**config.mk**
```make
export PLATFORM = sky130hd
export DESIGN_NAME = sgcb_global_ctrl
export DESIGN_NICKNAME = d
export VERILOG_FILES = /design/src/verilog/sgcb_pkg.sv /design/src/verilog/sgcb_global_ctrl.sv
export SDC_FILE = /design/constraint.sdc
export NUM_CORES = 1
export LEC_CHECK = 0
export ABC_AREA = 1
export CORE_MARGIN = 10
export CORE_UTILIZATION = 57
export CTS_BUF_LIST = sky130_fd_sc_hd__clkbuf_4 sky130_fd_sc_hd__clkbuf_8 sky130_fd_sc_hd__clkbuf_16
export DETAILED_ROUTE_END_ITERATION = 10
export DONT_BUFFER_PORTS = 1
export PLACE_DENSITY = 0.72
export SETUP_SLACK_MARGIN = 0.15
export SLEW_MARGIN = 5
export SYNTH_ARGS = -nofsm -noshare
export SYNTH_HDL_FRONTEND = slang
export SYNTH_SLANG_ARGS = --single-unit
```
**constraint.sdc**
```tcl
create_clock -name mclk_i -period 4.35 [get_ports mclk_i]
set_input_delay 1.0875 -clock mclk_i [delete_from_list [all_inputs] [get_ports mclk_i]]
set_output_delay 1.0875 -clock mclk_i [all_outputs]
set_load 0.01 [all_outputs]
```
**src/verilog/sgcb_pkg.sv**
```systemverilog
package sgcb_pkg;
   // Register offsets on the management register port
   localparam logic [7:0] SGCB_CTRL0_ADDR = 8'h02;
   localparam logic [7:0] SGCB_CTRL1_ADDR = 8'h03;
   // Control 0 low bits
   localparam int SGCB_C0_CONF_BIT = 1;
   localparam int SGCB_C0_LINKAGE_BIT = 0;
   // Global control one bits
   localparam int SGCB_C1_PASSALL_BIT = 7;
   localparam int SGCB_C1_BIG2K_BIT = 6;
   localparam int SGCB_C1_TXPD_BIT = 5;
   localparam int SGCB_C1_RXPD_BIT = 4;
   localparam int SGCB_C1_LENCHK_BIT = 3;
   localparam int SGCB_C1_AGEEN_BIT = 2;
   localparam int SGCB_C1_FASTAGE_BIT = 1;
   localparam int SGCB_C1_BACKOFF_BIT = 0;
   // Reset values, strap bits overlaid at release
   localparam logic [7:0] SGCB_CTRL0_RST = 8'h00;
   localparam logic [7:0] SGCB_CTRL1_RST = 8'h04;
   // Frame constants
   localparam logic [15:0] SGCB_PAUSE_TYPE = 16'h8808;
   localparam logic [47:0] SGCB_PAUSE_DA = 48'h0180C2000001;
   localparam logic [15:0] SGCB_LEN_LIMIT = 16'h05DC;
   localparam logic [11:0] SGCB_MAX_STD = 12'h5EE;
   localparam logic [11:0] SGCB_MAX_2K = 12'h800;
   // Aging timing at 40 MHz
   localparam int SGCB_CLK_MHZ = 40;
   localparam int SGCB_FAST_AGE_US = 800;
   localparam int SGCB_NORM_AGE_S = 300;
   localparam int SGCB_FAST_AGE_CYC = SGCB_FAST_AGE_US * SGCB_CLK_MHZ;
   localparam longint SGCB_NORM_AGE_CYC =
      longint'(SGCB_NORM_AGE_S) * 1000000 * SGCB_CLK_MHZ;
   localparam int SGCB_NPORT = 4;
   typedef enum logic [1:0] {
      SGCB_AGE_IDLE = 2'b00,
      SGCB_AGE_NORM = 2'b01,
      SGCB_AGE_FAST = 2'b10
   } sgcb_age_t;
endpackage

```
**src/verilog/sgcb_global_ctrl.sv**
```systemverilog
`timescale 1ns/1ps
module sgcb_global_ctrl
   import sgcb_pkg::*;
#(
   parameter longint NORM_AGE_CYC = SGCB_NORM_AGE_CYC,
   parameter int FAST_AGE_CYC = SGCB_FAST_AGE_CYC
)(
   input wire logic mclk_i,
   input wire logic nrst_i,
   input wire logic [7:0] reg_addr_i,
   input wire logic reg_wr_i,
   input wire logic [7:0] reg_wdata_i,
   output logic [7:0] reg_rdata_o,
   input wire logic pause_strap_pin_i,
   input wire logic backoff_strap_pin_i,
   input wire logic [SGCB_NPORT-1:0] link_up_i,
   input wire logic an_tx_pause_i,
   input wire logic an_rx_pause_i,
   input wire logic frm_valid_i,
   input wire logic [15:0] frm_type_len_i,
   input wire logic [47:0] frm_da_i,
   input wire logic frm_is_fc_i,
   input wire logic frm_error_i,
   input wire logic [11:0] frm_len_i,
   input wire logic [15:0] frm_payload_len_i,
   output logic frm_drop_o,
   output logic frm_forward_o,
   output logic tx_pause_en_o,
   output logic rx_pause_en_o,
   output logic aggr_backoff_o,
   output logic age_tick_o,
   output logic age_flush_o,
   output logic [SGCB_NPORT-1:0] link_up_o
);
   // ==========================================================
   // Pin synchronisers
   // ==========================================================
   logic [SGCB_NPORT-1:0] link_s1;
   logic [SGCB_NPORT-1:0] link_s2;
   logic [SGCB_NPORT-1:0] link_d;
   logic [1:0] strap_s1;
   logic [1:0] strap_s2;
   logic strap_done;
   logic [1:0] strap_age;

   always_ff @(posedge mclk_i or negedge nrst_i)
      if (!nrst_i)
      begin
         link_s1 <= '0;
         link_s2 <= '0;
         link_d <= '0;
         strap_s1 <= 2'h0;
         strap_s2 <= 2'h0;
         strap_age <= 2'h0;
      end
      else
      begin
         link_s1 <= link_up_i;
         link_s2 <= link_s1;
         link_d <= link_s2;
         strap_s1 <= {pause_strap_pin_i, backoff_strap_pin_i};
         strap_s2 <= strap_s1;
         // Counts two edges so both synchroniser stages hold the straps
         strap_age <= {strap_age[0], 1'b1};
      end

   assign link_up_o = link_s2;

   // ==========================================================
   // Registers
   // ==========================================================
   logic [1:0] ctrl0;
   logic [7:0] ctrl1;

   // Address match, shared by the write strobes and the read mux
   function automatic logic addr_hit(input logic [7:0] addr,
      input logic [7:0] target);
      return addr == target;
   endfunction

   wire sel0 = addr_hit(reg_addr_i, SGCB_CTRL0_ADDR);
   wire sel1 = addr_hit(reg_addr_i, SGCB_CTRL1_ADDR);
   wire wr0 = reg_wr_i && sel0;
   wire wr1 = reg_wr_i && sel1;
   wire strap_load = strap_age[1] && !strap_done;

   // Straps are loaded at the third edge after release, once both
   // synchroniser stages hold them; a write to global control one
   // on that same edge loses to the strap load.
   always_ff @(posedge mclk_i or negedge nrst_i)
      if (!nrst_i)
      begin
         ctrl0 <= SGCB_CTRL0_RST[1:0];
         ctrl1 <= SGCB_CTRL1_RST;
         strap_done <= 1'b0;
      end
      else
      begin
         strap_done <= strap_done | strap_age[1];
         if (strap_load)
         begin
            ctrl1[SGCB_C1_TXPD_BIT] <= strap_s2[1];
            ctrl1[SGCB_C1_RXPD_BIT] <= strap_s2[1];
            ctrl1[SGCB_C1_BACKOFF_BIT] <= strap_s2[0];
         end
         else if (wr1)
            ctrl1 <= reg_wdata_i;
         if (wr0)
            ctrl0 <= reg_wdata_i[1:0];
      end

   wire conf_mode = ctrl0[SGCB_C0_CONF_BIT];
   wire link_age = ctrl0[SGCB_C0_LINKAGE_BIT];
   wire pass_all = ctrl1[SGCB_C1_PASSALL_BIT];
   wire big2k = ctrl1[SGCB_C1_BIG2K_BIT];
   wire len_chk = ctrl1[SGCB_C1_LENCHK_BIT];
   wire age_en = ctrl1[SGCB_C1_AGEEN_BIT];
   wire fast_age = ctrl1[SGCB_C1_FASTAGE_BIT];

   // Unmapped addresses read zero
   wire [7:0] rd0 = {6'h00, ctrl0};
   assign reg_rdata_o = sel0 ? rd0 :
                        sel1 ? ctrl1 : 8'h00;

   // ==========================================================
   // Flow control and back-off
   // ==========================================================
   assign tx_pause_en_o = an_tx_pause_i & ~ctrl1[SGCB_C1_TXPD_BIT];
   assign rx_pause_en_o = an_rx_pause_i & ~ctrl1[SGCB_C1_RXPD_BIT];
   assign aggr_backoff_o = ctrl1[SGCB_C1_BACKOFF_BIT];

   // ==========================================================
   // Frame filter
   // ==========================================================
   wire fc_hit = conf_mode ?
      (frm_type_len_i == SGCB_PAUSE_TYPE || frm_da_i == SGCB_PAUSE_DA) :
      frm_is_fc_i;
   wire len_bad = len_chk && (frm_type_len_i < SGCB_LEN_LIMIT) &&
                  (frm_type_len_i != frm_payload_len_i);
   wire size_bad = frm_len_i > (big2k ? SGCB_MAX_2K : SGCB_MAX_STD);
   wire err_drop = !pass_all && (frm_error_i || size_bad);
   wire drop_now = fc_hit || len_bad || err_drop;

   always_ff @(posedge mclk_i or negedge nrst_i)
      if (!nrst_i)
      begin
         frm_drop_o <= 1'b0;
         frm_forward_o <= 1'b0;
      end
      else
      begin
         frm_drop_o <= frm_valid_i & drop_now;
         frm_forward_o <= frm_valid_i & ~drop_now;
      end

   // ==========================================================
   // Aging timer
   // ==========================================================
   // Normal period counter is 34 bits so 300 s fits at 40 MHz.
   logic [33:0] age_cnt;
   sgcb_age_t age_state;
   sgcb_age_t next_age_state;
   wire link_loss = |(link_d & ~link_s2);
   wire loss_age = link_age && link_loss;
   wire fast_pass = (age_state == SGCB_AGE_FAST);
   wire use_fast = fast_age | fast_pass;
   wire [33:0] period = use_fast ? 34'(FAST_AGE_CYC - 1) :
                        34'(NORM_AGE_CYC - 1);
   wire age_done = age_en && (age_cnt >= period);

   // A link drop during a fast pass restarts it: the drop wins over the
   // end of the pass so that no loss goes without its fast pass.
   always_comb
   begin
      next_age_state = age_state;
      case (age_state)
         SGCB_AGE_IDLE:
            if (loss_age)
               next_age_state = SGCB_AGE_FAST;
            else if (age_en)
               next_age_state = SGCB_AGE_NORM;
         SGCB_AGE_NORM:
            if (loss_age)
               next_age_state = SGCB_AGE_FAST;
            else if (!age_en)
               next_age_state = SGCB_AGE_IDLE;
         SGCB_AGE_FAST:
            if (!loss_age && age_done)
               next_age_state = SGCB_AGE_NORM;
         default:
            next_age_state = SGCB_AGE_IDLE;
      endcase
   end

   always_ff @(posedge mclk_i or negedge nrst_i)
      if (!nrst_i)
      begin
         age_cnt <= 34'h0;
         age_state <= SGCB_AGE_IDLE;
         age_tick_o <= 1'b0;
         age_flush_o <= 1'b0;
      end
      else
      begin
         age_state <= next_age_state;
         age_tick_o <= age_done;
         age_flush_o <= link_loss;
         if (loss_age || !age_en || age_done)
            age_cnt <= 34'h0;
         else
            age_cnt <= age_cnt + 34'h1;
      end
endmodule

```
# After elaboration in Yosys (flattened, before gate mapping)
# Index checks and enable logic that the tools add are counted.
# op_classes
n_eq_ne	10
muxes	15
order_cmp	3
addsub	1
reduce_logical	24
bitwise	12
# ops
operator	count
34-bit two-way mux	2
48-bit by 41-bit == test with 1-bit output (second input constant)	1
34-bit by 1-bit adder with 34-bit output (second input constant)	1
34-bit greater-or-equal comparator	1
16-bit == test (second input constant)	1
8-bit by 2-bit == test with 1-bit output (second input constant)	2
16-bit by 11-bit < comparator with 1-bit output (second input constant)	1
8-bit two-way mux	2
16-bit != test	1
12-bit > comparator	1
12-bit two-way mux	1
2-bit two-way mux	6
1-bit logical AND	9
1-bit logical OR	6
6-bit two-way mux	1
3-bit != test (second input constant)	2
2-bit case mux with 3 select lines	1
1-bit bitwise AND	4
4-bit bitwise AND	1
1-bit zero test	4
1-bit NOT	4
4-bit NOT	1
4-bit OR reduction	1
3-bit AND reduction	1
other kinds (8)	10
# totals
out_inout_bits	19
reg_bits	69
input_bits	122
word_cells	81

# Longest topological paths before layout
# Gate-level depths: netlist of the first run.
# depth
depth_word	8
ltp_mapped	17

# Worst setup path after synthesis of the first run
# OpenSTA, ideal clock, no wires.
# synth_path
path_type	input-to-output
start	input port reg_addr_i[3]
end	output port reg_rdata_o[0]
n_path_buf	0
cell_stages	5
path_slack_ns	1.437
t_required_ns	3.263
arrival_time_ns	1.826
cell_sequence	or2_1 > nor2_1 > nand2_1 > inv_1 > a22o_1
# synth_via
elab_chain_len	3
word_cells_on_any_way	4
classes_between	eq/ne: 2; mux: 2
# synth_rtl
item	line	rtl
start: declaration	sgcb_global_ctrl.sv:10	input wire logic [7:0] reg_addr_i,
8-bit by 2-bit == test with 1-bit output	sgcb_global_ctrl.sv:78	return addr == target;
8-bit two-way mux	sgcb_global_ctrl.sv:123	sel1 ? ctrl1 : 8'h00;
8-bit two-way mux (*)	sgcb_global_ctrl.sv:122	assign reg_rdata_o = sel0 ? rd0 :
end: declaration	sgcb_global_ctrl.sv:13	output logic [7:0] reg_rdata_o,
# Mark *: on every way between the ends. The rest lies on a longest branch, timed or not.

# Final worst setup path of the first run
# layout_path
start	input port reg_addr_i[3]
end	output port reg_rdata_o[1]
# The elaborated chain is that of the path after synthesis.

==> results of run 1 <==
==> per-stage QoR <==
step                       util  total power [uW]  cells  hold WS [ps]
after global routing      0.634              1550    706           361
after detailed placement  0.606               939    690           337
final                     0.634              1460    706           351
after floorplan               -               901    595           331
after CTS                 0.634              1480    706           354
after global placement    0.606               931    690           332
==> layout make-up <==
cell class,instances,area share
Clock inverter,7,0.0175
Tap cell,99,0.0267
Multi-Input combinational cell,453,0.501
Sequential cell,69,0.372
Clock buffer,9,0.0267
Inverter,69,0.0558
==> registers in the layout (all words and copies together), names as in the netlist, 2 cells and up <==
signal	cells
strap_s1	2
age_cnt	34
ctrl0	2
strap_s2	2
link_d	4
age_state	2
strap_age	2
ctrl1	8
link_s1	4
link_up_o	4
==> layer usage <==
| metal | wire [um] | vias to the layer above | global-route usage |
|---|---|---|---|
| met2 | 5350 | 126 | 0.332 |
| met5 | 0 | - | 0 |
| met4 | 279 | 0 | 0.0802 |
| met3 | 799 | 31 | 0.0545 |
| li1 | - | 1870 | - |
| met1 | 4460 | 1699 | 0.197 |
==> cell usage in the layout (no fill, tap or decap), types with 3 or more instances in the layout <==
cell type | netlist | routed
xor2_1 | 36 | 36
nand2_1 | 141 | 141
nor3_1 | 16 | 16
dfrtp_1 | 68 | 68
a21oi_1 | 10 | 10
ha_1 | 21 | 21
xnor2_1 | 11 | 11
clkbuf_8 | 0 | 9
o21ai_0 | 6 | 6
nand4_1 | 9 | 9
inv_1 | 69 | 69
nor2_1 | 151 | 151
nand3b_1 | 5 | 5
nand3_1 | 21 | 21
clkinvlp_4 | 0 | 3
==> cells by family (layout without fill, tap and decap cells) <==
| kind of cell | Yosys count | in the layout | synth area share |
|---|---|---|---|
| adder cells (fa/ha/maj) | 21 | 21 | 0.0603 |
| AND/OR/NAND/NOR | 359 | 359 | 0.344 |
| other | 1 | 1 | 0.000861 |
| XOR/XNOR | 47 | 47 | 0.0945 |
| AO/OA/AOI/OAI | 24 | 24 | 0.0325 |
| buffers and inverters | 73 | 85 | 0.0684 |
| multiplexers | 1 | 1 | 0.00259 |
| flip-flops | 69 | 69 | 0.397 |
==> power by group <==
| part | internal (uW) | leakage, uW | switching [uW] |
|---|---|---|---|
| Sequential | 689 | 0.000875 | 53.4 |
| Combinational | 77.3 | 0.00123 | 107 |
| Clock | 272 | 0.0000944 | 265 |
==> worst paths after layout <==
path,depth (start not counted),endpoint
min in group asynchronous,0,age_cnt[5]
max in group asynchronous,0,ctrl1[2]
hold reg to reg,0,link_up_o[2]
setup / recovery,5,reg_rdata_o[1]
setup reg to reg,16,age_cnt[14]
hold / removal,0,link_up_o[2]
==> critical path, delay by kind of cell <==
family	cells	cell delay, ps
AND/OR/NAND/NOR	3	480
buffers and inverters	1	170
AO/OA/AOI/OAI	1	220
==> reports/results.ini, run 1 <==
[clock_network]
cts.htree.levels=3
clkTransAtPathRegs_ps=70
clockBufferDepth=2
cts_root_buf=clkbuf_8
cts_made_buffers=9
cts_num_sinks=69
cts-resized-gates=0
hold_buffers=0
clock_latency_ps=360
cts_setup_buffers=0
cts_tree=done

[cells_and_area]
fin_area_um2=4640
multiInputGateArea_um2=2330
drive_gt1_frac=0.0478
fillers=662
num_antenna_cells=0
areaGrowthSynthToFinish_pct=6.67
nets=745
seq_area_um2=1730

[pwr]
powerDensity_nw_per_um2=315
leakage_uw=0.00220
ir_worst_vdd_mv=0.333

[run]
max_cap_viol_count=0

[worst_setup_path]
cp.arrival_ps=1960
r2r-start=age_state[1]
slowest_stage=or2_1
max_stage_delay_ps=220
worstSetupPathType=input port to output port
r2r_slack_ps=1650
end_kind=output port
cp_max_fo=8
cp.required_ps=3260
cp-startpoint=reg_addr_i[3]
path_cells=or2_1 > nor2_1 > nand2_1 > inv_1 > a32o_1
cp-start-kind=input port

[routing]
dr.pass1.iters=6
drc_errors=0
ant_nets=0
vias=3726
wirelength_um=10900
wire_per_inst_um=15.4
vias_per_cell=5.28
drtIter0Drc=139

[timing]
worstMarginPinSlew_ps=690
report.final.hold_viol_count=0
setup_slack_ps=1300
fin_worst_skew_ps=8.57
drv_slew=0
timing.final.crit_share=0.700
post-route-min-period_ps=3050
fmax_mhz=328
rsz0062_at_grt=no
slew_headroom=0.538
setup_violations=0
finalSetupTns_ps=0

[synthesis]
yosysMostFrequentCell=nor2_1
async_reset_ff_frac=1.00
synth_top_area_cell=dfrtp_1
synthesis.nets=738
synthTopCellsByArea=dfrtp_1 39%, nor2_1 13%, nand2_1 12%, xor2_1 7.2%, ha_1 6.0%
syn_inst=595
netlist_area_um2=4350
synthTopCellsByCount=151 x nor2_1, 141 x nand2_1, 69 x inv_1
synth_seq_cells=69
synth_edf_count=0
synthFlopType=dfrtp_1
avgSynthCellArea_um2=7.32
synth.top_cell.area_share=0.391
synth.distinct_cells=33
yosys_warnings=0
yosysSeqAreaShare=0.397

[placement]
dp.final_hpwl_um=9090
io_buffers=0
routabilityCongestion=0.922
post-place-ws_ps=1310
dpl_cell_area_um2=4440

[floorplanning]
die_h_um=107
dieArea_um2=11500
rows=31
num_io_pins=141
core_area_um2=7330
die_width_um=107
initial_core_util=0.594

[status]
status=complete, no violations

[grt]
grt_pass1_wl_um=17100
grt_pass1_vias=3655
grt_usage=0.185
grt_max_degree=70
grt-ovfl-total=0
antenna_found_initial=0

[worst_hold_path]
worstHoldPathType=flop to flop
min_from=link_s1[2]

Note: power is estimated with default switching activity, not from simulation.
==> inputs of run 2 (changes only) <==
clock period = 3.05 ns   (was 4.35 ns; I/O delays follow)
==> run 2 against run 1 <==
- clock power increased by 42%
- combinational power up 43%
- register-to-register slack got worse by 1100 ps
- critical path depth grew 11
- die area did not move
- first-iteration DRC count up 37%
- global-route usage increased by 0.23 points
- wire length decreased by 0.56%
- final area increased by 0.11%
- clock skew about the same
- count of clock-buffer cells in the layout rose by 2
- via count down 0.86%
- largest cell class unchanged
- largest power group unchanged
==> reports/results.ini, run 2 (synthesis gave the netlist of run 1 again) <==
[status]
status=complete, no violations

[timing]
post-route-min-period_ps=2540
worstMarginPinSlew_ps=675  ; -14.1 ps
drv_slew=0  ; unchanged
finalSetupTns_ps=0  ; unchanged
fmax_mhz=393
report.final.hold_viol_count=0  ; unchanged
hold_slack_ps=111  ; -240 ps
fin_worst_skew_ps=8.60  ; +0.0247 ps
setup_violations=0  ; unchanged
timing.final.crit_share=0.834
slew_headroom=0.547  ; +0.00944
rsz0062_at_grt=no

[routing]
vias_per_cell=5.23  ; -0.86%
drc_errors=0  ; unchanged
ant_nets=0  ; unchanged
wirelength_um=10800  ; -0.56%
dr.pass1.iters=6  ; unchanged
vias=3694  ; -0.86%
drtIter0Drc=191  ; +37%
wire_per_inst_um=15.3  ; -0.56%

[pwr]
powerDensity_nw_per_um2=448  ; +42%
p_int_uw=1520  ; +46%
ir_worst_vdd_mv=0.403  ; +21%
power_frac_comb=0.126  ; about the same
pwr-share-clk=0.365  ; -0.002
switchingPower_uw=567  ; +33%
p_sw_frac=0.272  ; -0.0184
seq_power_share=0.509  ; +0.002
leakage_uw=0.00221  ; +0.32%

[grt]
grt_max_degree=70  ; unchanged
grt-ovfl-total=0  ; unchanged
grt_usage=0.187  ; +0.00231
met3_usage=0.0509  ; -0.00359
met1_usage=0.212  ; +0.0155
grt-busiest-layer=met2
antenna_found_initial=0  ; unchanged
grt_pass1_vias=3716  ; +1.7%
grt_pass1_wl_um=17500  ; +2.6%
use_met2=0.336  ; +0.00393

[worst_setup_path]
slowest_stage=dfrtp_1
cp_num_buf_inv=4  ; +3
cp_top_family=simple AND/OR/NAND/NOR gates
cp-start-kind=flop
cp.arrival_ps=2750  ; +790 ps
end_kind=flop
cp_max_fo=34  ; +26
worstSetupPathType=flop to flop
cp.required_ps=3260  ; about the same
path_cells=inv_1 > nor2_1 > nor2_1 > inv_1 > ha_1 > inv_1 > nor2_1 > nand2_1 > nor2_1 > inv_1 > nor2_1 > nand2_1 > nand3_2 > nand2_2 > nand2_4 > nor2_1
max_stage_delay_ps=390  ; +170 ps
cpMostUsedCell=nor2_1

[floorplanning]
rows=31  ; unchanged
num_io_pins=141  ; unchanged
core_area_um2=7330  ; unchanged
initial_core_util=0.594  ; unchanged
die_width_um=107  ; unchanged
die_h_um=107  ; unchanged
dieArea_um2=11500  ; unchanged

[clock_network]
cts_setup_buffers=0  ; unchanged
hold_buffers=0  ; unchanged
cts-resized-gates=0  ; unchanged
cts_made_buffers=9  ; unchanged
cts_root_buf=clkbuf_8
clock_latency_ps=340  ; -20 ps
cts.htree.levels=3  ; unchanged
clockBufferDepth=2  ; unchanged
clkTransAtPathRegs_ps=70  ; about the same
cts_num_sinks=69  ; unchanged
cts_tree=done

[cells_and_area]
num_antenna_cells=0  ; unchanged
largest_register_ffs=34  ; unchanged
largest_registers=age_cnt: 34 flops, ctrl1: 8 flops
regMostFlops=age_cnt
areaGrowthSynthToFinish_pct=6.78
instances_no_fill=706  ; unchanged
drive_gt1_frac=0.0478  ; unchanged
nets=745  ; unchanged
most-common-layout-cells=151 x nor2_1, 141 x nand2_1, 69 x inv_1
final_common_cell=nor2_1

[placement]
dp_cells=690  ; unchanged
dp.final_hpwl_um=8970  ; -1.3%
routabilityCongestion=0.952  ; +3.2%
io_buffers=0  ; unchanged

[worst_hold_path]
worstHoldPathType=input port to async pin

[run]
max_cap_viol_count=0  ; unchanged

[run 2: changes by cell type in the layout (fill, tap and decap cells not counted), sizes merged]
cell	delta
clkinv	+2
inv	-3
clkbuf	+2
clkinvlp	-1
[run 2: metrics by stage]
step                power, uW  instance area, um^2  setup WS, ps   util
detailed placement       1340                 4440           525  0.606
CTS                      2100                 4650           518  0.634
global placement         1330                 4440           689  0.606
finish                   2080                 4650           507  0.634
global route             2200                 4650           203  0.634
floorplan                1290                 4350           787      -
[run 2: layer usage]
layer	routed length, um	share of wire
met1	4510	0.42
met2	5390	0.50
met3	767	0.071
met4	163	0.015
met5	0	0
[run 2: power by group through the flow]
stage / combinational [uW] / sequential [uW] / clock, uW
6_report: 263 / 1060 / 760
3_5_place_dp: 262 / 1080 / 0
3_3_place_gp: 252 / 1070 / 0
4_1_cts: 264 / 1060 / 779
5_1_grt: 309 / 1070 / 823
2_1_floorplan: 228 / 1060 / 0
[run 2: cell type report]
cell class	instances	area (um^2)
clock buffers	11	151
clock inverters	5	58.8
fillers	678	2680
inverters	69	259
multi-input cells	453	2330
flip-flops and latches	69	1730
well taps	99	124
[run 2: path summary, 6_finish.rpt]
check                                   from          end  slack, ps  cells after the start
worst max-delay path            age_state[1]   age_cnt[3]        510                     16
worst min-delay path                  nrst_i   age_cnt[7]        110                      0
worst max register to register  age_state[1]   age_cnt[3]        510                     16
worst min register to register   strap_s1[1]  strap_s2[1]        350                      0
max in group asynchronous             nrst_i     ctrl1[2]       2750                      0
min in group mclk_i              strap_s1[1]  strap_s2[1]        350                      0
[run 2: worst register-to-register path: stages, from the launching register on]
cell	delay, ps
dfrtp_1	390
inv_1	70
nor2_1	60
nor2_1	150
inv_1	210
ha_1	360
inv_1	40
nor2_1	80
nand2_1	70
nor2_1	120
inv_1	50
nor2_1	130
nand2_1	80
nand3_2	100
nand2_2	80
nand2_4	310
nor2_1	110
